==> src/common/ufb_params.svh <==
// Purpose: Constants for the serial flow-control bridge
// Assumes: 200 MHz system clock
// Notes:   Bit times are clock cycles per serial bit
`ifndef UFB_PARAMS_SVH
`define UFB_PARAMS_SVH

`define UFB_CLK_HZ        200000000
`define UFB_BAUD_DEF      115200
`define UFB_BAUD_MIN      9600
`define UFB_BAUD_MAX      921600
// Power-up bit time, and the legal range of bit times
`define UFB_DIV_DEF       (`UFB_CLK_HZ / `UFB_BAUD_DEF)
`define UFB_DIV_MAX       (`UFB_CLK_HZ / `UFB_BAUD_MIN)
`define UFB_DIV_MIN       ((`UFB_CLK_HZ + `UFB_BAUD_MAX - 1) / `UFB_BAUD_MAX)
`define UFB_DIV_W         16
`define UFB_DATA_BITS     8
`define UFB_FIFO_DEPTH    16

`define UFB_REG_CTRL      8'h00
`define UFB_REG_BAUD      8'h04
`define UFB_REG_STAT      8'h08
`define UFB_REG_LEVEL     8'h0C

`define UFB_CTRL_MODE_LSB 0
`define UFB_MODE_RST      2'h0
`define UFB_MODE_RXTHR    0
`define UFB_MODE_TXGATE   1
`define UFB_STAT_RX_EMPTY 0
`define UFB_STAT_RX_FULL  1
`define UFB_STAT_TX_EMPTY 2
`define UFB_STAT_TX_FULL  3
`define UFB_STAT_RTS      4
`define UFB_STAT_EN       5
`define UFB_STAT_SOCK     6
`define UFB_STAT_TX_BUSY  7
`define UFB_STAT_FERR     8
`define UFB_STAT_OVR      9
`define UFB_LEVEL_RX_LSB  0
`define UFB_LEVEL_TX_LSB  8

`endif

==> src/common/ufb_pkg.sv <==
// Purpose: Types for the serial flow-control bridge
// Assumes: ufb_params.svh on the include path
// Notes:   State codes are one-hot
`include "ufb_params.svh"

package ufb_pkg;

  typedef enum logic [1:0]
  {
    UFB_HS_OFF  = 2'h0,
    UFB_HS_RTS  = 2'h1,
    UFB_HS_CTS  = 2'h2,
    UFB_HS_BOTH = 2'h3
  } ufb_hs_e;

  typedef enum logic [3:0]
  {
    UFB_S_IDLE  = 4'h1,
    UFB_S_START = 4'h2,
    UFB_S_DATA  = 4'h4,
    UFB_S_STOP  = 4'h8
  } ufb_ser_e;

  typedef struct packed
  {
    logic                        valid;
    logic [`UFB_DATA_BITS-1:0]   data;
  } ufb_byte_s;

  typedef struct packed
  {
    ufb_hs_e                     mode;
    logic [`UFB_DIV_W-1:0]       div;
  } ufb_cfg_s;

endpackage

==> src/hw/ufb_bridge.sv <==
// Purpose: Serial bridge between a target UART and two host byte paths
// Assumes: Host streams and register port on CLK; serial pins asynchronous
// Notes:   Flow-control pins are active low; socket path has priority
//
// The address-and-strobe port and the register offsets are this design's own decisions.
`timescale 1ns/1ps
`include "ufb_params.svh"

module ufb_bridge
  import ufb_pkg::*;
#(
  parameter int DEPTH   = `UFB_FIFO_DEPTH,
  parameter int DIV_DEF = `UFB_DIV_DEF,
  parameter int DIV_MIN = `UFB_DIV_MIN,
  parameter int DIV_MAX = `UFB_DIV_MAX
) (
  input  wire logic             CLK,
  input  wire logic             RST_N,
  input  wire logic [7:0]       REG_ADDR,
  input  wire logic [31:0]      REG_WDATA,
  input  wire logic             REG_WR,
  input  wire logic             REG_RD,
  output logic      [31:0]      REG_RDATA,
  input  wire logic             SER_ENABLE,
  input  wire logic             SER_RXD,
  output logic                  SER_TXD,
  input  wire logic             TGT_RTS_N,
  output logic                  TGT_CTS_N_O,
  output logic                  TGT_CTS_N_OE,
  input  wire logic             SOCK_CONNECTED,
  input  wire ufb_pkg::ufb_byte_s USB_IN,
  output logic                  USB_IN_READY,
  input  wire ufb_pkg::ufb_byte_s SOCK_IN,
  output logic                  SOCK_IN_READY,
  output ufb_pkg::ufb_byte_s    USB_OUT,
  input  wire logic             USB_OUT_READY,
  output ufb_pkg::ufb_byte_s    SOCK_OUT,
  input  wire logic             SOCK_OUT_READY
);

  import ufb_pkg::*;

  localparam int CW = $clog2(DEPTH + 1);
  localparam int DW = `UFB_DATA_BITS;

  logic             en_s;
  logic             rxd_s;
  logic             rts_n_s;
  ufb_cfg_s         cfg;
  ufb_cfg_s         next_cfg;
  logic             ferr;
  logic             ovr;
  logic             next_ferr;
  logic             next_ovr;
  logic [31:0]      next_rdata;

  ufb_ser_e         rx_state;
  ufb_ser_e         next_rx_state;
  logic [15:0]      rx_cnt;
  logic [15:0]      next_rx_cnt;
  logic [2:0]       rx_bit;
  logic [2:0]       next_rx_bit;
  logic [DW-1:0]    rx_sh;
  logic [DW-1:0]    next_rx_sh;
  logic             rx_push;
  logic             rx_bad;
  logic             rx_in_ready;
  logic             rx_out_valid;
  logic             rx_out_ready;
  logic [DW-1:0]    rx_out_data;
  logic [CW-1:0]    rx_count;

  ufb_ser_e         tx_state;
  ufb_ser_e         next_tx_state;
  logic [15:0]      tx_cnt;
  logic [15:0]      next_tx_cnt;
  logic [2:0]       tx_bit;
  logic [2:0]       next_tx_bit;
  logic [DW-1:0]    tx_sh;
  logic [DW-1:0]    next_tx_sh;
  logic             next_txd;
  logic             tx_pop;
  logic             tx_clear;
  logic             tx_out_valid;
  logic [DW-1:0]    tx_out_data;
  logic             tx_in_ready;
  logic [CW-1:0]    tx_count;

  logic             next_cts_n;
  logic             next_cts_oe;
  logic             acc_usb;
  logic             acc_sock;
  logic             tx_push;
  logic [DW-1:0]    tx_push_data;
  logic             next_usb_rdy;
  logic             next_sock_rdy;
  logic             usb_v;
  logic             sock_v;
  logic [DW-1:0]    out_data;
  logic             next_usb_v;
  logic             next_sock_v;
  logic [DW-1:0]    next_out_data;
  logic             consumed;

  // Target RXD idles high, RTS_N idles deasserted
  ufb_sync #(.WIDTH(3), .RST_VAL(3'b110)) u_sync (
    .clk   (CLK),
    .rst_n (RST_N),
    .din   ({SER_RXD, TGT_RTS_N, SER_ENABLE}),
    .dout  ({rxd_s, rts_n_s, en_s})
  );

  // Target-to-host buffer; its full flag throttles the target
  ufb_fifo #(.WIDTH(DW), .DEPTH(DEPTH)) u_rx_fifo (
    .clk       (CLK),
    .rst_n     (RST_N),
    .in_valid  (rx_push),
    .in_ready  (rx_in_ready),
    .in_data   (rx_sh),
    .out_valid (rx_out_valid),
    .out_ready (rx_out_ready),
    .out_data  (rx_out_data),
    .count     (rx_count)
  );

  ufb_fifo #(.WIDTH(DW), .DEPTH(DEPTH)) u_tx_fifo (
    .clk       (CLK),
    .rst_n     (RST_N),
    .in_valid  (tx_push),
    .in_ready  (tx_in_ready),
    .in_data   (tx_push_data),
    .out_valid (tx_out_valid),
    .out_ready (tx_pop),
    .out_data  (tx_out_data),
    .count     (tx_count)
  );

  // Receiver: start qualified at mid-bit, then one sample per bit time
  always_comb
  begin
    next_rx_state = rx_state;
    next_rx_cnt   = (rx_cnt == '0) ? '0 : 16'(rx_cnt - 1'b1);
    next_rx_bit   = rx_bit;
    next_rx_sh    = rx_sh;
    rx_push       = 1'b0;
    rx_bad        = 1'b0;
    case (rx_state)
      UFB_S_IDLE:
      begin
        if (en_s && !rxd_s)
        begin
          next_rx_state = UFB_S_START;
          next_rx_cnt   = cfg.div >> 1;
        end
      end
      UFB_S_START:
      begin
        if (rx_cnt == '0)
        begin
          next_rx_state = rxd_s ? UFB_S_IDLE : UFB_S_DATA;            // Glitch rejection
          next_rx_cnt   = 16'(cfg.div - 1'b1);
          next_rx_bit   = '0;
        end
      end
      UFB_S_DATA:
      begin
        if (rx_cnt == '0)
        begin
          next_rx_sh  = {rxd_s, rx_sh[DW-1:1]};
          next_rx_cnt = 16'(cfg.div - 1'b1);
          next_rx_bit = 3'(rx_bit + 1'b1);
          if (rx_bit == 3'(DW - 1))
            next_rx_state = UFB_S_STOP;
        end
      end
      UFB_S_STOP:
      begin
        if (rx_cnt == '0)
        begin
          next_rx_state = UFB_S_IDLE;
          rx_push       = rxd_s;
          rx_bad        = !rxd_s;
        end
      end
      default:
        next_rx_state = UFB_S_IDLE;
    endcase
  end

  // Transmitter: gating is checked only before a start bit
  assign tx_clear = !cfg.mode[`UFB_MODE_TXGATE] || !rts_n_s;

  always_comb
  begin
    next_tx_state = tx_state;
    next_tx_cnt   = (tx_cnt == '0) ? '0 : 16'(tx_cnt - 1'b1);
    next_tx_bit   = tx_bit;
    next_tx_sh    = tx_sh;
    next_txd      = SER_TXD;
    tx_pop        = 1'b0;
    case (tx_state)
      UFB_S_IDLE:
      begin
        next_txd = 1'b1;
        if (en_s && tx_out_valid && tx_clear)
        begin
          tx_pop        = 1'b1;
          next_tx_sh    = tx_out_data;
          next_tx_state = UFB_S_START;
          next_tx_cnt   = 16'(cfg.div - 1'b1);
          next_txd      = 1'b0;
        end
      end
      UFB_S_START:
      begin
        if (tx_cnt == '0)
        begin
          next_tx_state = UFB_S_DATA;
          next_tx_cnt   = 16'(cfg.div - 1'b1);
          next_tx_bit   = '0;
          next_txd      = tx_sh[0];
        end
      end
      UFB_S_DATA:
      begin
        if (tx_cnt == '0)
        begin
          next_tx_cnt = 16'(cfg.div - 1'b1);
          next_tx_bit = 3'(tx_bit + 1'b1);
          next_tx_sh  = tx_sh >> 1;
          if (tx_bit == 3'(DW - 1))
          begin
            next_tx_state = UFB_S_STOP;
            next_txd      = 1'b1;
          end
          else
            next_txd = tx_sh[1];
        end
      end
      UFB_S_STOP:
      begin
        // Byte runs to its stop bit even if RTS drops meanwhile
        if (tx_cnt == '0)
          next_tx_state = UFB_S_IDLE;
      end
      default:
        next_tx_state = UFB_S_IDLE;
    endcase
  end

  // Flow pin toward the target and host-side steering
  always_comb
  begin
    next_cts_oe   = cfg.mode[`UFB_MODE_RXTHR];
    next_cts_n    = !rx_in_ready;
    acc_usb       = USB_IN.valid && USB_IN_READY;
    acc_sock      = SOCK_IN.valid && SOCK_IN_READY;
    tx_push       = acc_usb || acc_sock;
    tx_push_data  = acc_sock ? SOCK_IN.data : USB_IN.data;
    // Registered ready: only promise room that the next cycle surely has
    next_usb_rdy  = (CW'(tx_count + CW'(tx_push)) < CW'(DEPTH)) && !SOCK_CONNECTED;
    next_sock_rdy = (CW'(tx_count + CW'(tx_push)) < CW'(DEPTH)) && SOCK_CONNECTED;
    consumed      = (usb_v && USB_OUT_READY) || (sock_v && SOCK_OUT_READY);
    rx_out_ready  = (!usb_v && !sock_v) || consumed;
    next_usb_v    = usb_v && !consumed && !SOCK_CONNECTED;
    next_sock_v   = (sock_v || (usb_v && SOCK_CONNECTED)) && !consumed;
    next_out_data = out_data;
    if (rx_out_ready && rx_out_valid)
    begin
      next_usb_v    = !SOCK_CONNECTED;
      next_sock_v   = SOCK_CONNECTED;
      next_out_data = rx_out_data;
    end
  end

  // Register port: writes steer config, reads show live state
  always_comb
  begin
    next_cfg   = cfg;
    next_ferr  = ferr || rx_bad;
    next_ovr   = ovr || (rx_push && !rx_in_ready);
    next_rdata = '0;
    if (REG_WR)
    begin
      case (REG_ADDR)
        `UFB_REG_CTRL:
          next_cfg.mode = ufb_hs_e'(REG_WDATA[`UFB_CTRL_MODE_LSB +: 2]);
        `UFB_REG_BAUD:
        begin
          if (REG_WDATA[15:0] < 16'(DIV_MIN))
            next_cfg.div = 16'(DIV_MIN);
          else if (REG_WDATA[15:0] > 16'(DIV_MAX))
            next_cfg.div = 16'(DIV_MAX);
          else
            next_cfg.div = REG_WDATA[15:0];
        end
        `UFB_REG_STAT:
        begin
          // Write one to clear; a same-cycle event still sets
          next_ferr = (ferr && !REG_WDATA[`UFB_STAT_FERR]) || rx_bad;
          next_ovr  = (ovr && !REG_WDATA[`UFB_STAT_OVR]) || (rx_push && !rx_in_ready);
        end
        default:
          next_cfg = cfg;
      endcase
    end
    if (REG_RD)
    begin
      case (REG_ADDR)
        `UFB_REG_CTRL:
          next_rdata[`UFB_CTRL_MODE_LSB +: 2] = cfg.mode;
        `UFB_REG_BAUD:
          next_rdata[15:0] = cfg.div;
        `UFB_REG_STAT:
        begin
          next_rdata[`UFB_STAT_RX_EMPTY] = !rx_out_valid;
          next_rdata[`UFB_STAT_RX_FULL]  = !rx_in_ready;
          next_rdata[`UFB_STAT_TX_EMPTY] = !tx_out_valid;
          next_rdata[`UFB_STAT_TX_FULL]  = !tx_in_ready;
          next_rdata[`UFB_STAT_RTS]      = !rts_n_s;
          next_rdata[`UFB_STAT_EN]       = en_s;
          next_rdata[`UFB_STAT_SOCK]     = SOCK_CONNECTED;
          next_rdata[`UFB_STAT_TX_BUSY]  = (tx_state != UFB_S_IDLE);
          next_rdata[`UFB_STAT_FERR]     = ferr;
          next_rdata[`UFB_STAT_OVR]      = ovr;
        end
        `UFB_REG_LEVEL:
        begin
          next_rdata[`UFB_LEVEL_RX_LSB +: CW] = rx_count;
          next_rdata[`UFB_LEVEL_TX_LSB +: CW] = tx_count;
        end
        default:
          next_rdata = '0;
      endcase
    end
  end

  always_ff @(posedge CLK)
  begin
    if (!RST_N)
    begin
      cfg.mode      <= UFB_HS_OFF;
      cfg.div       <= 16'(DIV_DEF);
      ferr          <= 1'b0;
      ovr           <= 1'b0;
      REG_RDATA     <= '0;
      rx_state      <= UFB_S_IDLE;
      rx_cnt        <= '0;
      rx_bit        <= '0;
      rx_sh         <= '0;
      tx_state      <= UFB_S_IDLE;
      tx_cnt        <= '0;
      tx_bit        <= '0;
      tx_sh         <= '0;
      SER_TXD       <= 1'b1;
      TGT_CTS_N_O   <= 1'b1;
      TGT_CTS_N_OE  <= 1'b0;
      USB_IN_READY  <= 1'b0;
      SOCK_IN_READY <= 1'b0;
      usb_v         <= 1'b0;
      sock_v        <= 1'b0;
      out_data      <= '0;
    end
    else
    begin
      cfg           <= next_cfg;
      ferr          <= next_ferr;
      ovr           <= next_ovr;
      REG_RDATA     <= next_rdata;
      rx_state      <= next_rx_state;
      rx_cnt        <= next_rx_cnt;
      rx_bit        <= next_rx_bit;
      rx_sh         <= next_rx_sh;
      tx_state      <= next_tx_state;
      tx_cnt        <= next_tx_cnt;
      tx_bit        <= next_tx_bit;
      tx_sh         <= next_tx_sh;
      SER_TXD       <= next_txd;
      TGT_CTS_N_O   <= next_cts_n;
      TGT_CTS_N_OE  <= next_cts_oe;
      USB_IN_READY  <= next_usb_rdy;
      SOCK_IN_READY <= next_sock_rdy;
      usb_v         <= next_usb_v;
      sock_v        <= next_sock_v;
      out_data      <= next_out_data;
    end
  end

  assign USB_OUT  = '{valid: usb_v, data: out_data};
  assign SOCK_OUT = '{valid: sock_v, data: out_data};

endmodule // ufb_bridge

==> src/hw/ufb_fifo.sv <==
// Purpose: Flip-flop FIFO with valid/ready on both sides
// Assumes: Single clock
// Notes:   Count is exact; full and empty come from it
`timescale 1ns/1ps

module ufb_fifo #(
  parameter int WIDTH = 8,
  parameter int DEPTH = 16,
  parameter int AW    = $clog2(DEPTH),
  parameter int CW    = $clog2(DEPTH + 1)
) (
  input  wire logic             clk,
  input  wire logic             rst_n,
  input  wire logic             in_valid,
  output logic                  in_ready,
  input  wire logic [WIDTH-1:0] in_data,
  output logic                  out_valid,
  input  wire logic             out_ready,
  output logic      [WIDTH-1:0] out_data,
  output logic      [CW-1:0]    count
);

  logic [WIDTH-1:0] mem [DEPTH];
  logic [AW-1:0]    wr_ptr;
  logic [AW-1:0]    rd_ptr;
  logic [AW-1:0]    next_wr_ptr;
  logic [AW-1:0]    next_rd_ptr;
  logic [CW-1:0]    next_count;
  logic             push;
  logic             pop;

  assign in_ready  = (count != CW'(DEPTH));
  assign out_valid = (count != '0);
  assign out_data  = mem[rd_ptr];
  assign push      = in_valid && in_ready;
  assign pop       = out_valid && out_ready;

  always_comb
  begin
    next_wr_ptr = wr_ptr;
    next_rd_ptr = rd_ptr;
    next_count  = count;
    if (push)
      next_wr_ptr = (wr_ptr == AW'(DEPTH - 1)) ? '0 : AW'(wr_ptr + 1'b1);
    if (pop)
      next_rd_ptr = (rd_ptr == AW'(DEPTH - 1)) ? '0 : AW'(rd_ptr + 1'b1);
    if (push && !pop)
      next_count = CW'(count + 1'b1);
    else if (pop && !push)
      next_count = CW'(count - 1'b1);
  end

  always_ff @(posedge clk)
  begin
    if (!rst_n)
    begin
      wr_ptr <= '0;
      rd_ptr <= '0;
      count  <= '0;
    end
    else
    begin
      wr_ptr <= next_wr_ptr;
      rd_ptr <= next_rd_ptr;
      count  <= next_count;
    end
  end

  // Storage needs no reset; only written slots are ever read
  always_ff @(posedge clk)
  begin
    if (push)
      mem[wr_ptr] <= in_data;
  end

endmodule // ufb_fifo

==> src/hw/ufb_sync.sv <==
// Purpose: Two-flop synchroniser for pin inputs
// Assumes: Inputs are asynchronous levels
// Notes:   First stage feeds only the second stage
`timescale 1ns/1ps

module ufb_sync #(
  parameter int               WIDTH   = 1,
  parameter logic [WIDTH-1:0] RST_VAL = '0
) (
  input  wire logic             clk,
  input  wire logic             rst_n,
  input  wire logic [WIDTH-1:0] din,
  output logic      [WIDTH-1:0] dout
);

  logic [WIDTH-1:0] meta;

  always_ff @(posedge clk)
  begin
    if (!rst_n)
    begin
      meta <= RST_VAL;
      dout <= RST_VAL;
    end
    else
    begin
      meta <= din;
      dout <= meta;
    end
  end

endmodule // ufb_sync

==> config.mk <==
export PLATFORM = sky130hd
export DESIGN_NAME = ufb_bridge
export DESIGN_NICKNAME = d
export VERILOG_FILES = /design/src/common/ufb_pkg.sv /design/src/hw/ufb_bridge.sv /design/src/hw/ufb_fifo.sv /design/src/hw/ufb_sync.sv
export VERILOG_INCLUDE_DIRS = /design/src /design/src/common
export SDC_FILE = /design/constraint.sdc
export NUM_CORES = 1
export LEC_CHECK = 0
export ABC_AREA = 1
export BUFFER_PORTS_ARGS = -buffer_cell sky130_fd_sc_hd__clkbuf_2
export CAP_MARGIN = 30
export CORE_MARGIN = 2
export CORE_UTILIZATION = 51
export CTS_CLUSTER_DIAMETER = 60
export DETAILED_ROUTE_END_ITERATION = 6
export GPL_ROUTABILITY_DRIVEN = 0
export MAX_ROUTING_LAYER = met4
export PLACE_DENSITY_LB_ADDON = 0.1
export SLEW_MARGIN = 20
export SYNTH_ARGS = -nofsm -noshare
export SYNTH_HDL_FRONTEND = slang
export SYNTH_HIERARCHICAL = 1
export SYNTH_SLANG_ARGS = --single-unit
==> constraint.sdc <==
create_clock -name CLK -period 3.6 [get_ports CLK]
set_input_delay 0.54 -clock CLK [delete_from_list [all_inputs] [get_ports CLK]]
set_output_delay 0.54 -clock CLK [all_outputs]
set_load 0.02 [all_outputs]
==> results of run 1 <==
==> routing by layer <==
metal  part of all wire, %  track usage (%)  vias up
met5                     0                -        -
met4                   3.0             7.80        0
met3                   6.2             3.07      100
met2                    46             38.8      438
met1                    45             34.0     6755
li1                      -                -     7333
==> area by class of cell <==
cell class | count | area (um^2) | share of cell area, %
clock buffers | 55 | 1150 | 5.48
repair buffers | 106 | 571 | 2.71
inverters | 235 | 882 | 4.19
multi-input cells | 1499 | 6940 | 33.0
flip-flops and latches | 409 | 10800 | 51.1
well taps | 468 | 586 | 2.78
clock inverters | 26 | 163 | 0.773
==> synth_stat cells, types with 3 or more instances <==
master / instances
nand2b_1: 3
clkbuf_1: 17
clkinv_1: 5
inv_2: 11
nand3_2: 3
a21oi_1: 71
edfxtp_1: 256
or2_2: 7
xor2_1: 28
nor2_2: 8
mux2_2: 8
nand3_1: 213
ha_1: 27
dfxtp_1: 153
nand4_1: 22
o21ai_0: 83
nor2_1: 221
buf_2: 30
buf_1: 4
nand2_1: 718
buf_6: 5
nand3b_1: 4
nand2_2: 7
xnor2_1: 6
o31ai_1: 4
nor3_1: 18
buf_4: 43
inv_1: 219
o211ai_1: 13
==> stage by stage <==
stage | worst slack [ps] | util, % | instances | hold slack, ps | cell area, um^2
final | 579 | 57.2 | 2798 | 179 | 21000
after global placement | 680 | 53.6 | 2717 | 388 | 19700
after global routing | 307 | 57.2 | 2798 | 167 | 21000
after floorplan | 899 | - | 2242 | 380 | 19200
after detailed placement | 619 | 53.6 | 2717 | 394 | 19700
after CTS | 597 | 57.2 | 2798 | 157 | 21000
==> registers in the layout, indices dropped and copies added, names as in the netlist, 4 cells and up, named ones only <==
register,cells
u_rx_fifo/rd_ptr,4
rx_cnt,16
tx_cnt,16
u_rx_fifo/mem,128
REG_RDATA,16
cfg,18
u_rx_fifo/count,5
rx_state,4
u_tx_fifo/count,5
u_tx_fifo/rd_ptr,4
tx_state,4
out_data,8
u_tx_fifo/mem,128
u_tx_fifo/wr_ptr,4
tx_sh,8
rx_sh,8
u_rx_fifo/wr_ptr,4
==> kinds of logic (layout without fill, tap and decap cells) <==
| logic type | count (synthesis) | in the layout |
|---|---|---|
| AND/OR/NAND/NOR | 1232 | 1232 |
| flip-flops | 409 | 409 |
| buffers and inverters | 334 | 422 |
| AO/OA/AOI/OAI | 180 | 180 |
| XOR/XNOR | 34 | 34 |
| adder cells (fa/ha/maj) | 29 | 29 |
| multiplexers | 8 | 8 |
| other | 1 | 16 |
==> worst register-to-register path: stages, from the launching register on <==
cell     delay [ps]
dfxtp_1         460
nor2_1          110
nand3_1         200
nand2_1          80
a21oi_1         240
nand2_2         180
inv_1           150
nand2_1         150
ha_1            250
inv_1           140
ha_1            280
or2_2           320
nand3_1          80
nand2_1          40
o21ai_0         170
inv_1            60
==> power by group through the flow <==
stage / clock [W] / combinational [W] / sequential [W]
finish: 0.00413 / 0.00394 / 0.00559
global route: 0.00442 / 0.00448 / 0.00563
CTS: 0.00423 / 0.00392 / 0.00559
detailed placement: 0 / 0.00389 / 0.00568
global placement: 0 / 0.00384 / 0.00567
floorplan: 0 / 0.00301 / 0.00566
==> path summary, 6_finish.rpt <==
| check | start | to | slack (ps) |
|---|---|---|---|
| worst min register to register | u_sync/meta[2]$_SDFF_PN1_ | u_sync/dout[2]$_SDFF_PN1_ | 420 |
| worst min-delay path | SER_RXD | u_sync/meta[2]$_SDFF_PN1_ | 180 |
| worst max-delay path | u_tx_fifo/count[0]$_SDFFE_PN0P_ | u_tx_fifo/count[3]$_SDFFE_PN0P_ | 580 |
| worst max register to register | u_tx_fifo/count[0]$_SDFFE_PN0P_ | u_tx_fifo/count[3]$_SDFFE_PN0P_ | 580 |
==> results.md, run 1 <==
* Number of synthesized flops with an enable pin at 256
* WHS Path Cells at 3
* Final setup skew at approximately 19 ps
* Drt pass-1 iters at 7
* Final-report hold violation count at 0
* Minimum clock period at around 3000 ps
* Final #Nets at 2,392
* ANT nets after route at 0
* Most frequent cells in the layout: nand2_1 (718), edfxtp_1 (256), nor2_1 (221)
* DP HPWL at between 30 and 40 mm
* Post-synthesis instance total at around 2,200
* CP Class: register to register
* DRC at 1
* Max cap viols at 0
* Largest family of logic cells by synthesized area: simple AND/OR/NAND/NOR gates
* Overall power at between 0.01 and 0.015 W
* Synth Flop Type: edfxtp_1
* Net Switching at roughly 0.0047 W
* Clk buf depth at 3
* Starting DRC count in detailed routing at around 1,100
* Worst-Skew Late Latency at approximately 550 ps
* R2R cell count at 15
* Vias in the first global route at 13,800
* Total grt overflow at 0
* CTS Root Cell: clkbuf_16
* PortBufs at 90
* Reg power frac at 40.9%
* Crit Path Max Fanout at 6
* Area growth syn-to-layout at 10.1%
* CTS clock-pin slew for the worst setup and hold paths at around 60 ps
* Total Neg Setup Slack at 0 ps
* Internal power at 0.00892 W
* Bufs and invs on worst path at 3
* Area contributors post-synth: edfxtp_1 (40%), dfxtp_1 (16%), nand2_1 (14%)
* Gate power share at between 20% and 30%
* Mux cell area share after synthesis at less than 1%
* Largest net degree at the start of global routing at 67
* TritonCTS Sinks at about 400
* Die W at 198 um
* DRT Wirelength at ~46 mm
* Critical Path AT at 3450 ps
* Ports at 123
* Via/cell ratio at approximately 5.2
* Max-slew violation count at 0
* FF+latch count, synth at around 410
* Post-CTS sizing at 0
* Starting Density at between 50% and 60%
* Ys Warns at 6
* Hold Crit Class: primary input to register
* CP Launch Type: register
* Leading cell type in the layout, fill and taps excluded: nand2_1
* Max VDD drop at roughly 430 uV
* Layout cells sized above 1 at roughly a tenth
* Die Y-Extent at 198 um
* Slowest stage delay, CP at around 460 ps
* Final setup fails at 0
* Failing checks: design-rule violations
* Post-synthesis sequential area ratio at between 50% and 60%
* Count of cell types in the netlist at between 40 and 50
* Post-CTS Hold Buffers at 0
* Setup crit end kind: register
* Core ar. at approximately 37,000 um^2
* Crit-path cells: nor2_1, nand3_1, nand2_1, a21oi_1, nand2_2, inv_1, nand2_1, ha_1, inv_1, ha_1, or2_2, nand3_1, nand2_1, o21ai_0, inv_1
* CTS H-tree depth at 2
* Avg Cell Area, Syn at about 8.6 um^2
* Req. time, crit path at ~4000 ps
* Initial antenna violation count at 0
* Worst slew margin at approximately 40%
* # diodes at 0
* Synth top area share at approximately two fifths
* Family with the most delay on the worst path: simple AND/OR/NAND/NOR gates
* Slowest cell on the critical path: dfxtp_1
* Num CTS Buffers at between 40 and 50
* Fmax at 331 MHz
* Pwr Density at roughly 650 nW/um^2
* Unrepaired setup endpoints after global routing: no
* First-pass GRT wire length at between 70 and 80 mm
* GRT Overall Usage at roughly a quarter
* FP Rows at 70
* Sw Share at between 30% and 40%
* Leakage at 9.25 nW
* CTS tree: done
* Cell taking the most area after synthesis: edfxtp_1
* Post-Syn Area at approximately 19,000 um^2
* Actual slew at the worst max-slew pin at ~900 ps
* Compound-cell area share of the yosys netlist at between 5 and 6%
* Fill cells at between 3,000 and 4,000
* Adder-cell share of the synthesized area at under 10%
* Period utilization at around 84%
* Status: finished, violations left
* Post-CTS setup buffer count at 0
* Clk pwr share at a little under a third
* Total number of cells along the worst setup path at 15
* Via count at between 10,000 and 15,000
* WL per Instance at 16.5 um
* Total die area at a little under 40,000 um^2
* Synth async-reset ratio at 0%
* Post-Synth XOR/XNOR Area at 1.56%
* Post-synthesis simple-gate area fraction at 26.8%
Power figures use the tool's default switching activity.
==> inputs of run 2 (changes only) <==
==> constraint.sdc (replaced) <==
create_clock -name CLK -period 2.7 [get_ports CLK]
set_input_delay 0.405 -clock CLK [delete_from_list [all_inputs] [get_ports CLK]]
set_output_delay 0.405 -clock CLK [all_outputs]
set_load 0.02 [all_outputs]
==> run 2 against run 1 <==
  * The flow now finishes without violations
  * Power grew 36%
  * Wire length grew 1.8%
  * Design area grew 2.4%
  * Die area is the same
  * Critical path depth grew 2
  * Non-clock buffer count grew 51
  * Critical endpoint is now u_rx_fifo/count[4]$_SDFFE_PN0P_
  * Highest routed layer unchanged
==> results.md, run 2 (synthesized netlist as in run 1, its figures left out) <==
* Status: finished, final reports clean
* Crit Path Max Fanout at 4 (-2)
* Critical Path AT at 2970 ps (-480 ps)
* GRT Overall Usage at 25.0% (+0.17 points)
* Unrepaired setup endpoints after global routing: no
* Max-slew violation count at 0 (unchanged)
* Worst slew margin at 42.5% (+2.8 points)
* CTS clock-pin slew for the worst setup and hold paths at 60 ps (about the same)
* Final-report hold violation count at 0 (unchanged)
* Largest registers: u_rx_fifo/mem (128), u_tx_fifo/mem (128), cfg (18)
* DRT Wirelength at 47.0 mm (+1.8%)
* CTS tree: done
* Req. time, crit path at 3160 ps (-870 ps)
* Initial antenna violation count at 0 (unchanged)
* Total grt overflow at 0 (unchanged)
* CP Launch Type: register
* DRC at 0 (-1)
* FP Rows at 70 (unchanged)
* Leading cell type in the layout, fill and taps excluded: nand2_1
* Total die area at 39,100 um^2 (unchanged)
* Starting Density at 52.0% (unchanged)
* Ports at 123 (unchanged)
* Core ar. at 36,800 um^2 (unchanged)
* Pwr Density at 863 nW/um^2 (+33%)
* Reg-to-reg startpoint: rx_cnt[0]$_SDFF_PN0_
* Die Y-Extent at 198 um (unchanged)
* Setup crit end kind: register
* Drt pass-1 iters at 5 (-2)
* Hold Crit Class: primary input to register
* Cells after DPL at 2,767 (+1.8%)
* Worst-Skew Late Latency at 570 ps (+20 ps)
* ANT nets after route at 0 (unchanged)
* Leakage at 9.55 nW (+3.3%)
* Layout cells sized above 1 at 11.7% (+2.2 points)
* Area growth syn-to-layout at 12.7%
* Hold_sp: SER_ENABLE
* Max VDD drop at 773 uV (+79%)
* Via/cell ratio at 5.28 (+1.0%)
* Fmax at 399 MHz (+20%)
* Most frequent cells in the layout: nand2_1 (716), edfxtp_1 (256), nor2_1 (219)
* # diodes at 0 (unchanged)
* Post-CTS setup buffer count at 0 (unchanged)
* First-pass GRT wire length at 74.3 mm (+0.72%)
* WL per Instance at 16.5 um (about the same)
* TritonCTS Sinks at 409 (unchanged)
* Fill cells at 3,299 (+0.15%)
* Die W at 198 um (unchanged)
* Final setup fails at 0 (unchanged)
* CTS H-tree depth at 2 (unchanged)
* CTS Root Cell: clkbuf_16
* CP Launch Point: rx_cnt[0]$_SDFF_PN0_
* PortBufs at 90 (unchanged)
* Largest net degree at the start of global routing at 73 (+9.0%)
* Num CTS Buffers at 44 (unchanged)
* Actual slew at the worst max-slew pin at 861 ps (-43.7 ps)
* Starting DRC count in detailed routing at 1,004 (-5.2%)
* Final setup skew at 13.8 ps (-5.63 ps)
* Layout Cells excl Fill at 2,847 (+1.8%)
* Minimum clock period at 2510 ps (-512 ps)
* Total Neg Setup Slack at 0 ps (unchanged)
* DP HPWL at 32.2 mm (+4.6%)
* Clk buf depth at 3 (unchanged)
* Max cap viols at 0 (unchanged)
* Overall power at 0.0186 W (+36%)
* Period utilization at 92.9% (+9.0 points)
* Vias in the first global route at 14,100 (+2.4%)
* Final #Nets at 2,443 (+2.1%)
* CP Class: register to register
* Via count at 15,000 (+2.8%)
## run 2: where the power goes
group / internal (W) / switching, W
sequential: 0.00707 / 0.000358
combinational: 0.00183 / 0.00358
clock: 0.00335 / 0.00241
## run 2: final timing paths
path                                           to  slack [ps]  cells past startpoint
setup reg to reg  u_rx_fifo/count[4]$_SDFFE_PN0P_         190                     17
hold / removal          u_sync/meta[0]$_SDFF_PN0_          40                      3
hold reg to reg         u_sync/dout[2]$_SDFF_PN1_         420                      2
setup / recovery  u_rx_fifo/count[4]$_SDFFE_PN0P_         190                     17
## run 2: per-layer routing
layer | share of wire, % | GRT usage [%] | up-vias
met5 | 0 | - | -
met4 | 3.4 | 10.2 | 0
met3 | 5.3 | 2.89 | 102
met2 | 47 | 40.4 | 440
met1 | 44 | 32.3 | 7071
li1 | - | - | 7424
## run 2: critical path, cell delays in order (launching register included)
cell,delay [ps]
dfxtp_1,310
inv_1,100
ha_1,180
nand4_1,120
nor2_2,120
nand2_1,90
nor2_2,120
nand2_2,70
inv_2,50
ha_1,180
inv_1,130
fa_1,480
nand2_1,90
nand2_1,80
nand3_1,100
nand3_1,70
nand2_1,70
inv_1,40
## run 2: through the flow
step | hold slack, ps | cell area (um^2) | utilization, % | setup WS, ps
5_1_grt | 48.5 | 21500 | 58.6 | 9.68
3_5_place_dp | 408 | 20100 | 54.8 | 98.5
4_1_cts | 10.5 | 21500 | 58.5 | 55.6
6_report | 36.1 | 21500 | 58.6 | 192
2_1_floorplan | 380 | 19200 | - | 16.1
3_3_place_gp | 404 | 20100 | 54.8 | 135
## run 2: cell type report
class	count	area, um^2	area share (%)
Tap cell	468	586	2.72
Clock inverter	13	91.3	0.424
Clock buffer	66	1270	5.92
Timing Repair Buffer	157	993	4.61
Multi-Input combinational cell	1499	6960	32.3
Inverter	235	882	4.09
Sequential cell	409	10800	49.9
## run 2: what timing repair did
| action | in CTS | in global routing |
|---|---|---|
| endpoints found under the hold margin | 1 | 0 |
| endpoints found under the setup margin | 0 | 4 |
| gates resized for setup | 0 | 6 |
| hold buffers | 1 | 0 |
